--- config.mk ---
export PLATFORM = sky130hd
export DESIGN_NAME = scb_bank
export DESIGN_NICKNAME = d
export VERILOG_FILES = /design/src/core/scb_pkg.sv /design/src/core/scb_bank.sv
export SDC_FILE = /design/constraint.sdc
export NUM_CORES = 1
export LEC_CHECK = 0
export BUFFER_PORTS_ARGS = -buffer_cell sky130_fd_sc_hd__buf_4
export CORE_MARGIN = 1
export CORE_UTILIZATION = 50
export DETAILED_ROUTE_END_ITERATION = 10
export GPL_ROUTABILITY_DRIVEN = 0
export GPL_TIMING_DRIVEN = 0
export PLACE_DENSITY_LB_ADDON = 0.15
export SLEW_MARGIN = 20
export SYNTH_ARGS = -nofsm -noshare
export SYNTH_HDL_FRONTEND = slang
export SYNTH_SLANG_ARGS = --single-unit
--- constraint.sdc ---
create_clock -name core_clk -period 4.9 [get_ports core_clk]
set_clock_uncertainty 0.1 [all_clocks]
set_input_delay 0.245 -clock core_clk [delete_from_list [all_inputs] [get_ports core_clk]]
set_output_delay 0.245 -clock core_clk [all_outputs]
set_load 0.02 [all_outputs]
--- src/core/scb_pkg.sv ---
// package: constants and carriers for the synthesizer configuration register bank
package scb_pkg;
    localparam int WORD_W = 32;
    localparam int SEL_W = 3;
    // select codes
    localparam logic [2:0] SEL_INT_FINE_DIVIDE_NUMERATOR = 3'h0;
    localparam logic [2:0] SEL_LOW_FINE_DIVIDE_NUMERATOR = 3'h1;
    localparam logic [2:0] SEL_REF_DIV = 3'h2;
    localparam logic [2:0] SEL_FUNCTION = 3'h3;
    localparam logic [2:0] SEL_TEST = 3'h4;
    localparam logic [2:0] SEL_DEVIATION = 3'h5;
    localparam logic [2:0] SEL_STEP = 3'h6;
    localparam logic [2:0] SEL_DELAY = 3'h7;
    localparam int NUM_REGS = 8;
    // field positions
    localparam int RAMP_ON_BIT = 31;
    localparam int MUX_MSB = 30;
    localparam int MUX_LSB = 27;
    localparam int INT_MSB = 26;
    localparam int INT_LSB = 15;
    localparam int FINE_DIVIDE_NUMERATOR_HI_MSB = 14;
    localparam int FINE_DIVIDE_NUMERATOR_HI_LSB = 3;
    localparam int FINE_DIVIDE_NUMERATOR_LO_MSB = 27;
    localparam int FINE_DIVIDE_NUMERATOR_LO_LSB = 15;
    localparam int FINE_DIVIDE_NUMERATOR_LO_W = 13;
    localparam int SLIP_EN_BIT = 28;
    localparam int CP_MSB = 27;
    localparam int CP_LSB = 24;
    localparam int HALVE_BIT = 21;
    localparam int DOUBLER_BIT = 20;
    localparam int RCNT_MSB = 19;
    localparam int RCNT_LSB = 15;
    localparam int DET_SIGN_BIT = 6;
    // reset value; none is documented for the latches
    localparam logic [31:0] WORD_RST = 32'h0000_0000;

    typedef struct packed {
        logic ramp_enable;
        logic [3:0] test_output_selector;
        logic [11:0] integer_value;
        logic [24:0] fine_divide_numerator;
        logic slip_reduction_enable;
        logic [3:0] charge_pump_current;
        logic reference_halving;
        logic reference_doubler;
        logic [4:0] reference_count;
        logic detector_sign_select;
    } scb_settings_s;
endpackage

--- src/core/scb_bank.sv ---
// module: serial-loaded configuration register bank
//
// How it works
// - select code 000 updates the integer/fraction word.
// - select code 001 updates the low-fraction word.
// - select code 010 updates the reference-divider word.
// - integer/fraction bit 31 enables frequency ramping when one.
// - integer/fraction bits 30..27 pick the test output selector source.
// - a 12-bit field supplies the integer division factor.
// - numerator upper 12 bits come from integer/fraction bits 14..3.
// - numerator lower 13 bits come from low-fraction bits 27..15.
// - numerator equals low part plus upper part shifted left thirteen.
// - slip-reduction enable bit one turns on cycle slip reduction.
// - 32-bit words shift in msb first, one bit per serial rising edge.
// - load strobe rising edge copies shift register into selected latch.
// - double-buffered settings apply only after a later integer/fraction write.
`timescale 1ns/1ps
`default_nettype none
module scb_bank (
    input wire logic core_clk,
    input wire logic sys_rst,
    input wire logic serial_clk,
    input wire logic serial_data,
    input wire logic load_strobe,
    output var scb_pkg::scb_settings_s settings,
    output logic [31:0] word_out [8]
);
    // ----------------------------------------
    // input synchronisers
    // ----------------------------------------
    logic [2:0] sync_a;
    logic [2:0] sync_b;
    logic clk_q;
    logic le_q;
    logic [31:0] shift_reg;
    logic [31:0] latch [8];
    logic [11:0] fine_divide_numerator_hi_act;
    logic [12:0] fine_divide_numerator_lo_act;
    logic [3:0] cp_act;
    logic halve_act;
    logic doubler_act;
    logic [4:0] rcnt_act;
    logic clk_rise;
    logic le_rise;

    always_ff @(posedge core_clk) begin
        if (sys_rst) begin
            sync_a <= 3'h0;
            sync_b <= 3'h0;
        end else begin
            sync_a <= {load_strobe, serial_data, serial_clk};
            sync_b <= sync_a;
        end
    end

    always_ff @(posedge core_clk) begin
        if (sys_rst) begin
            clk_q <= 1'b0;
            le_q <= 1'b0;
        end else begin
            clk_q <= sync_b[0];
            le_q <= sync_b[2];
        end
    end

    assign clk_rise = sync_b[0] & ~clk_q;
    assign le_rise = sync_b[2] & ~le_q;

    // ----------------------------------------
    // shift register
    // ----------------------------------------
    always_ff @(posedge core_clk) begin
        if (sys_rst) begin
            shift_reg <= scb_pkg::WORD_RST;
        end else if (clk_rise) begin
            shift_reg <= {shift_reg[30:0], sync_b[1]};
        end
    end

    // ----------------------------------------
    // latches, one per select code
    // ----------------------------------------
    for (genvar i = 0; i < scb_pkg::NUM_REGS; i++) begin : g_latch
        always_ff @(posedge core_clk) begin
            if (sys_rst) begin
                latch[i] <= scb_pkg::WORD_RST;
            end else if (le_rise && shift_reg[2:0] == 3'(i)) begin
                latch[i] <= shift_reg;
            end
        end
        assign word_out[i] = latch[i];
    end

    // ----------------------------------------
    // double-buffered settings
    // ----------------------------------------
    // applied when the integer/fraction word is loaded, using the already latched others
    always_ff @(posedge core_clk) begin
        if (sys_rst) begin
            fine_divide_numerator_hi_act <= 12'h000;
            fine_divide_numerator_lo_act <= 13'h0000;
            cp_act <= 4'h0;
            halve_act <= 1'b0;
            doubler_act <= 1'b0;
            rcnt_act <= 5'h00;
        end else if (le_rise && shift_reg[2:0] == scb_pkg::SEL_INT_FINE_DIVIDE_NUMERATOR) begin
            fine_divide_numerator_hi_act <= shift_reg[scb_pkg::FINE_DIVIDE_NUMERATOR_HI_MSB:scb_pkg::FINE_DIVIDE_NUMERATOR_HI_LSB];
            fine_divide_numerator_lo_act <= latch[1][scb_pkg::FINE_DIVIDE_NUMERATOR_LO_MSB:scb_pkg::FINE_DIVIDE_NUMERATOR_LO_LSB];
            cp_act <= latch[2][scb_pkg::CP_MSB:scb_pkg::CP_LSB];
            halve_act <= latch[2][scb_pkg::HALVE_BIT];
            doubler_act <= latch[2][scb_pkg::DOUBLER_BIT];
            rcnt_act <= latch[2][scb_pkg::RCNT_MSB:scb_pkg::RCNT_LSB];
        end
    end

    // ----------------------------------------
    // settings output
    // ----------------------------------------
    always_comb begin
        settings.ramp_enable = latch[0][scb_pkg::RAMP_ON_BIT];
        settings.test_output_selector = latch[0][scb_pkg::MUX_MSB:scb_pkg::MUX_LSB];
        settings.integer_value = latch[0][scb_pkg::INT_MSB:scb_pkg::INT_LSB];
        settings.fine_divide_numerator = {12'h000, fine_divide_numerator_lo_act} + (25'(fine_divide_numerator_hi_act) << scb_pkg::FINE_DIVIDE_NUMERATOR_LO_W);
        settings.slip_reduction_enable = latch[2][scb_pkg::SLIP_EN_BIT];
        settings.charge_pump_current = cp_act;
        settings.reference_halving = halve_act;
        settings.reference_doubler = doubler_act;
        settings.reference_count = rcnt_act;
        settings.detector_sign_select = latch[3][scb_pkg::DET_SIGN_BIT];
    end

    // ----------------------------------------
    // checks
    // ----------------------------------------
    property p_shift_in;
        @(posedge core_clk) disable iff (sys_rst)
        clk_rise |=> shift_reg[0] == $past(sync_b[1]) && shift_reg[31:1] == $past(shift_reg[30:0]);
    endproperty
    a_shift_in: assert property (p_shift_in) else $error("shift register did not take one bit");

    property p_shift_hold;
        @(posedge core_clk) disable iff (sys_rst)
        !clk_rise |=> $stable(shift_reg);
    endproperty
    a_shift_hold: assert property (p_shift_hold) else $error("shift register moved without a link clock edge");

    property p_func_load;
        @(posedge core_clk) disable iff (sys_rst)
        (le_rise && shift_reg[2:0] == 3'h3) |=> word_out[3] == $past(shift_reg)
            && settings.detector_sign_select == $past(shift_reg[6]);
    endproperty
    a_func_load: assert property (p_func_load) else $error("function word not loaded");

    property p_int_load;
        @(posedge core_clk) disable iff (sys_rst)
        (le_rise && shift_reg[2:0] == 3'h0) |=> word_out[0] == $past(shift_reg);
    endproperty
    a_int_load: assert property (p_int_load) else $error("integer word not loaded");

    property p_low_load;
        @(posedge core_clk) disable iff (sys_rst)
        (le_rise && shift_reg[2:0] == 3'h1) |=> word_out[1] == $past(shift_reg);
    endproperty
    a_low_load: assert property (p_low_load) else $error("low fraction word not loaded");

    property p_ref_load;
        @(posedge core_clk) disable iff (sys_rst)
        (le_rise && shift_reg[2:0] == 3'h2) |=> word_out[2] == $past(shift_reg);
    endproperty
    a_ref_load: assert property (p_ref_load) else $error("reference word not loaded");

    property p_hold;
        @(posedge core_clk) disable iff (sys_rst)
        !(le_rise && shift_reg[2:0] == 3'h0) |=> $stable(word_out[0]);
    endproperty
    a_hold: assert property (p_hold) else $error("integer word changed without its code");

    property p_hold_low;
        @(posedge core_clk) disable iff (sys_rst)
        !(le_rise && shift_reg[2:0] == 3'h1) |=> $stable(word_out[1]);
    endproperty
    a_hold_low: assert property (p_hold_low) else $error("low fraction word changed without its code");

    property p_ramp;
        @(posedge core_clk) disable iff (sys_rst)
        settings.ramp_enable == word_out[0][31];
    endproperty
    a_ramp: assert property (p_ramp) else $error("ramp enable wrong bit");

    property p_mux;
        @(posedge core_clk) disable iff (sys_rst)
        (le_rise && shift_reg[2:0] == 3'h0) |=> settings.test_output_selector == $past(shift_reg[30:27])
            && settings.integer_value == $past(shift_reg[26:15]);
    endproperty
    a_mux: assert property (p_mux) else $error("selector or integer field wrong");

    property p_numerator;
        @(posedge core_clk) disable iff (sys_rst)
        (le_rise && shift_reg[2:0] == 3'h0) |=>
            settings.fine_divide_numerator == {$past(shift_reg[14:3]), $past(word_out[1][27:15])};
    endproperty
    a_numerator: assert property (p_numerator) else $error("numerator assembly wrong");

    property p_dbuf;
        @(posedge core_clk) disable iff (sys_rst)
        !(le_rise && shift_reg[2:0] == 3'h0) |=> $stable(settings.reference_count) && $stable(fine_divide_numerator_lo_act);
    endproperty
    a_dbuf: assert property (p_dbuf) else $error("buffered setting changed early");

    property p_dbuf_ref;
        @(posedge core_clk) disable iff (sys_rst)
        !(le_rise && shift_reg[2:0] == 3'h0) |=> $stable(settings.charge_pump_current)
            && $stable(settings.reference_halving) && $stable(settings.reference_doubler)
            && $stable(settings.fine_divide_numerator);
    endproperty
    a_dbuf_ref: assert property (p_dbuf_ref) else $error("buffered reference setting changed early");

    property p_dbuf_take;
        @(posedge core_clk) disable iff (sys_rst)
        (le_rise && shift_reg[2:0] == 3'h0) |=> settings.reference_count == $past(word_out[2][19:15])
            && settings.charge_pump_current == $past(word_out[2][27:24]);
    endproperty
    a_dbuf_take: assert property (p_dbuf_take) else $error("buffered reference setting not taken");

    property p_slip;
        @(posedge core_clk) disable iff (sys_rst)
        settings.slip_reduction_enable == word_out[2][28];
    endproperty
    a_slip: assert property (p_slip) else $error("slip enable wrong bit");
endmodule
`default_nettype wire

**Word level (Yosys, flattened, before mapping)**

Memory sizes are Yosys's and may differ from the RTL's.
Cells that the tools add are included.

- Flip-flop bits (word level): 76
- Bits in writable memories: 256
- Output and inout bits: 311
- Word-level logic and storage cells: 75
- Memories kept: 1

Memories:

| memory | depth | bits a word | rd ports | clocked after Yosys merged registers in | wr ports | RTL line | RTL |
|---|---|---|---|---|---|---|---|
| latch | 8 | 32 | 8 | 0 | 8 | scb_bank.sv:36 | `logic [31:0] latch [8];` |

- Add/subtract/negate cells: 1
- Equal/unequal tests: 7
- Muxes and demuxes: 34
- Bitwise operators: 12
- Reduce and logical (&&, ||, !) cells: 9

Operator list:

| operator | count |
|---|---|
| two-way mux 32 bit | 8 |
| two-way mux 1 bit | 26 |
| adder 13 x 25 -> 25 bit | 1 |
| equality test 3 bit, second input constant | 4 |
| logical AND 1 bit | 8 |
| OR 1 bit | 8 |
| equality test 3 x 2 -> 1 bit, second input constant | 2 |
| equality test 3 x 1 -> 1 bit, second input constant | 1 |
| logical NOT 3 bit | 1 |
| AND 1 bit | 2 |
| NOT 1 bit | 2 |

**Logic depth before layout (Yosys ltp)**

- Depth in word-level cells: 7
- Mapped depth: 6
- Gate-level depth less buffers: 3

**Least setup slack after synthesis**

OpenSTA, ideal clock, no wires.

- Kind: reg2reg
- Start point: register le_q
- End point: memory latch[4][0], in the netlist latch[1][0], enable pin
- Arrival time: 3.118 ns
- Required time: 4.330 ns
- Slack: 1.212 ns
- Cell stages (with the launch flop): 4
- Path buffers: 1
- Clock period less this slack: 3.688 ns
- Cells stage by stage: dfxtp_1 nand3b_1 clkbuf_1 o31ai_1

RTL lines:

| element | RTL line | RTL |
|---|---|---|
| start, declared | scb_bank.sv:34 | `logic le_q;` |
| start signal, assigned | scb_bank.sv:62 | `le_q <= sync_b[2];` |
| end, declared | scb_bank.sv:36 |  |

==> impl_metrics.yaml <==
cts:
  clkTransAtPathRegs_ns: 0.06
  cts-root-buf: "clkbuf_16"
  cts_buffer_depth: 3
  cts_setup_buffers: 0
  cts_resized: 0
  clk_latency_ns: 0.50
  htree_levels: 2
  cts.sinks: 332
  cts_tree: "yes"
  cts_buffers: 36
grt:
  antenna_found_initial: 0
  grt_pass1_vias: 7317
  grt_usage: 0.242
  grt_max_degree: 33
  grt_remaining_overflow: 0
  grt_pass1_wl_um: 43600
setup_path:
  crit_slowest_cell: "inv_2"
  worstPathCellList: "nor3b_1 -> a31oi_2 -> buf_2 -> inv_2"
  critPathRequiredTime_ns: 4.91
  critPathLaunchType: "register"
  rrSetupSlack_ns: 2.22
  cp.buffers_inverters: 2
  end_kind: "register"
  critPathArrivalTime_ns: 2.70
  cp_slowest_stage_delay_ns: 0.58
  crit_fanout: 32
  cpLargestDelayFamily: "buffers and inverters"
  path_class: "register to register"
synth:
  synth-seq-cells: 332
  synth-compound-area-share: 0.0436
  synth_xor_area_frac: 0
  synthTopCellsByArea: "edfxtp_1, dfxtp_1, and2_1"
  yosysSeqAreaShare: 0.760
  yosysTopAreaCell: "edfxtp_1"
  synth_top_area_frac: 0.635
  synthArstFlopShare: 0
  yosysMostFrequentCell: "edfxtp_1"
  syn-cell-area_um2: 12100
  synth_cells: 819
  synthFlopType: "edfxtp_1"
  synth_cell_type_count: 29
  ys_warn_count: 0
  syn_avg_cell_area_um2: 14.8
  synth_top_family_by_area: "simple AND/OR/NAND/NOR gates"
  synth_fa_ha_area_frac: 0
  yosys.area_share.simple: 0.155
  synth_edf_count: 256
  muxShareOfSynthArea: 0
  synth_common_cells: "edfxtp_1, and2_1, dfxtp_1"
detailed_routing:
  routed_via_density: 4.96
  wl_per_cell_um: 19.8
  drt.antenna.violating_nets: 0
  vias: 7620
  dr.pass1.iters: 5
  totalWireLength_um: 30300
  drc: 0
  detailedRoute.firstIterationViolations: 530
run_status:
  status: "completed"
finish:
  multi_input_area_um2: 2500
  nFillCells: 1695
  drive_gt1_frac: 0.343
  regArea_um2: 9210
  n_antenna_cell: 0
  fin_cells: 1535
  areaGrowthSynthToFinish_pct: 34.2
  largest_reg_flops: 256
  finalCoreUtilization: 0.688
  fin_nets: 1197
power_and_ir_drop:
  ir_drop_mv: 0.333
  power_leakage_nw: 6.68
  power_frac_clock: 0.420
  swShare: 0.213
  seqPwrFrac: 0.515
  power.density_nw_per_um2: 375
  p_comb_frac: 0.065
  finalPower_mw: 6.10
  p_int_mw: 4.80
  p_switching_mw: 1.30
sta:
  rsz0062_at_grt: "false"
  setup_viol: 0
  tightest_slew_ns: 1.10
  fmax_mhz: 372
  fin_crit_sh: 0.548
  slew_violations: 0
  fin_crit_ns: 2.68
  hold_viol_final: 0
  maxSlewHeadroom: 0.259
  finalWorstSetupSlack_ns: 2.22
floorplanning:
  start_util: 0.513
  io_pins: 316
  core_um2: 23600
  die_w_um: 158
  die_h_um: 158
  num_rows: 56
  fp.dieArea_um2: 24900
placement:
  numPortBuffers: 314
  dpl_worst_slack_ns: 2.25
  dp_hpwl_um: 20700
  post-place-cells: 1470
flow_run:
  max_cap_viol_count: 0
min_path:
  hp-class: "input port to register"
[per-stage QoR]
step | hold slack [ns] | instance area [µm²] | TNS (ns)
final | 0.139 | 16300 | 0
after detailed placement | 0.323 | 15100 | 0
after floorplan | 0.273 | 12200 | 0
after global placement | 0.318 | 14900 | -36.12
after CTS | 0.120 | 16300 | 0
after global routing | 0.124 | 16300 | 0
[layout make-up]
| type | instances | area share |
|---|---|---|
| clock inverters | 10 | 0.00423 |
| well taps | 319 | 0.0246 |
| flip-flops and latches | 332 | 0.567 |
| inverters | 4 | 0.000924 |
| repair buffers | 324 | 0.156 |
| multi-input cells | 414 | 0.154 |
| plain buffers | 80 | 0.0292 |
| clock buffers | 52 | 0.0649 |
[per-layer routing]
layer,vias up,wire length [µm],GRT usage,part of all wire
met5,-,0,0,0
met4,0,905,0.0925,0.030
met3,55,2100,0.0600,0.069
met2,270,15000,0.400,0.49
met1,3748,12300,0.307,0.41
li1,3547,-,-,-
[worst paths after layout]
| check | from | endpoint | depth (start not counted) |
|---|---|---|---|
| worst min-delay path | sys_rst | latch[0][96]$_SDFFCE_PN0P_ | 3 |
| worst max register to register | sync_b[2]$_SDFF_PP0_ | latch[0][29]$_SDFFCE_PN0P_ | 4 |
| worst min register to register | sync_a[0]$_SDFF_PP0_ | sync_b[0]$_SDFF_PP0_ | 1 |
| worst max-delay path | sync_b[2]$_SDFF_PP0_ | latch[0][29]$_SDFFCE_PN0P_ | 4 |
[worst reg2reg max path: stages (launching register included)]
cell,delay (ns)
dfxtp_1,0.36
nor3b_1,0.52
a31oi_2,0.38
buf_2,0.31
inv_2,0.58
[cells in the final DEF, fill, tap and decap left out, types with 2 or more instances in the layout]
cell type / netlist / layout
a21oi_1: 32 / 32
a22o_1: 36 / 36
a31o_2: 2 / 2
and2_1: 232 / 232
buf_1: 4 / 4
buf_12: 3 / 3
buf_16: 0 / 3
buf_2: 8 / 8
buf_4: 21 / 335
buf_6: 2 / 2
buf_8: 2 / 6
clkbuf_1: 40 / 48
clkbuf_16: 0 / 38
clkbuf_8: 0 / 5
clkinv_1: 0 / 5
clkinv_2: 0 / 4
conb_1: 1 / 12
dfxtp_1: 76 / 76
dlygate4sd3_1: 0 / 3
edfxtp_1: 256 / 256
inv_1: 4 / 3
nand2_1: 66 / 65
nand2b_1: 3 / 3
nor2_1: 4 / 4
nor2b_1: 9 / 9
nor3_1: 7 / 7
o21ai_4: 0 / 3
[cell families after synthesis]
family / after synthesis
AND/OR/NAND/NOR: 327
AO/OA/AOI/OAI: 75
other: 1
buffers and inverters: 84
flip-flops: 332
[what timing repair did]
item,4_1_cts,5_1_grt
setup endpoints to repair,0,0
hold endpoints to repair,3,0
hold buffers,3,0
[power groups by stage]
| stage | clock network [mW] | registers, mW | logic, mW |
|---|---|---|---|
| global route | 2.71 | 3.15 | 0.416 |
| finish | 2.56 | 3.14 | 0.396 |
| CTS | 2.60 | 3.14 | 0.400 |
| global placement | 0 | 3.21 | 0.377 |
| detailed placement | 0 | 3.20 | 0.397 |
| floorplan | 0 | 3.31 | 0.0856 |
(Power assumes the default switching activity.)
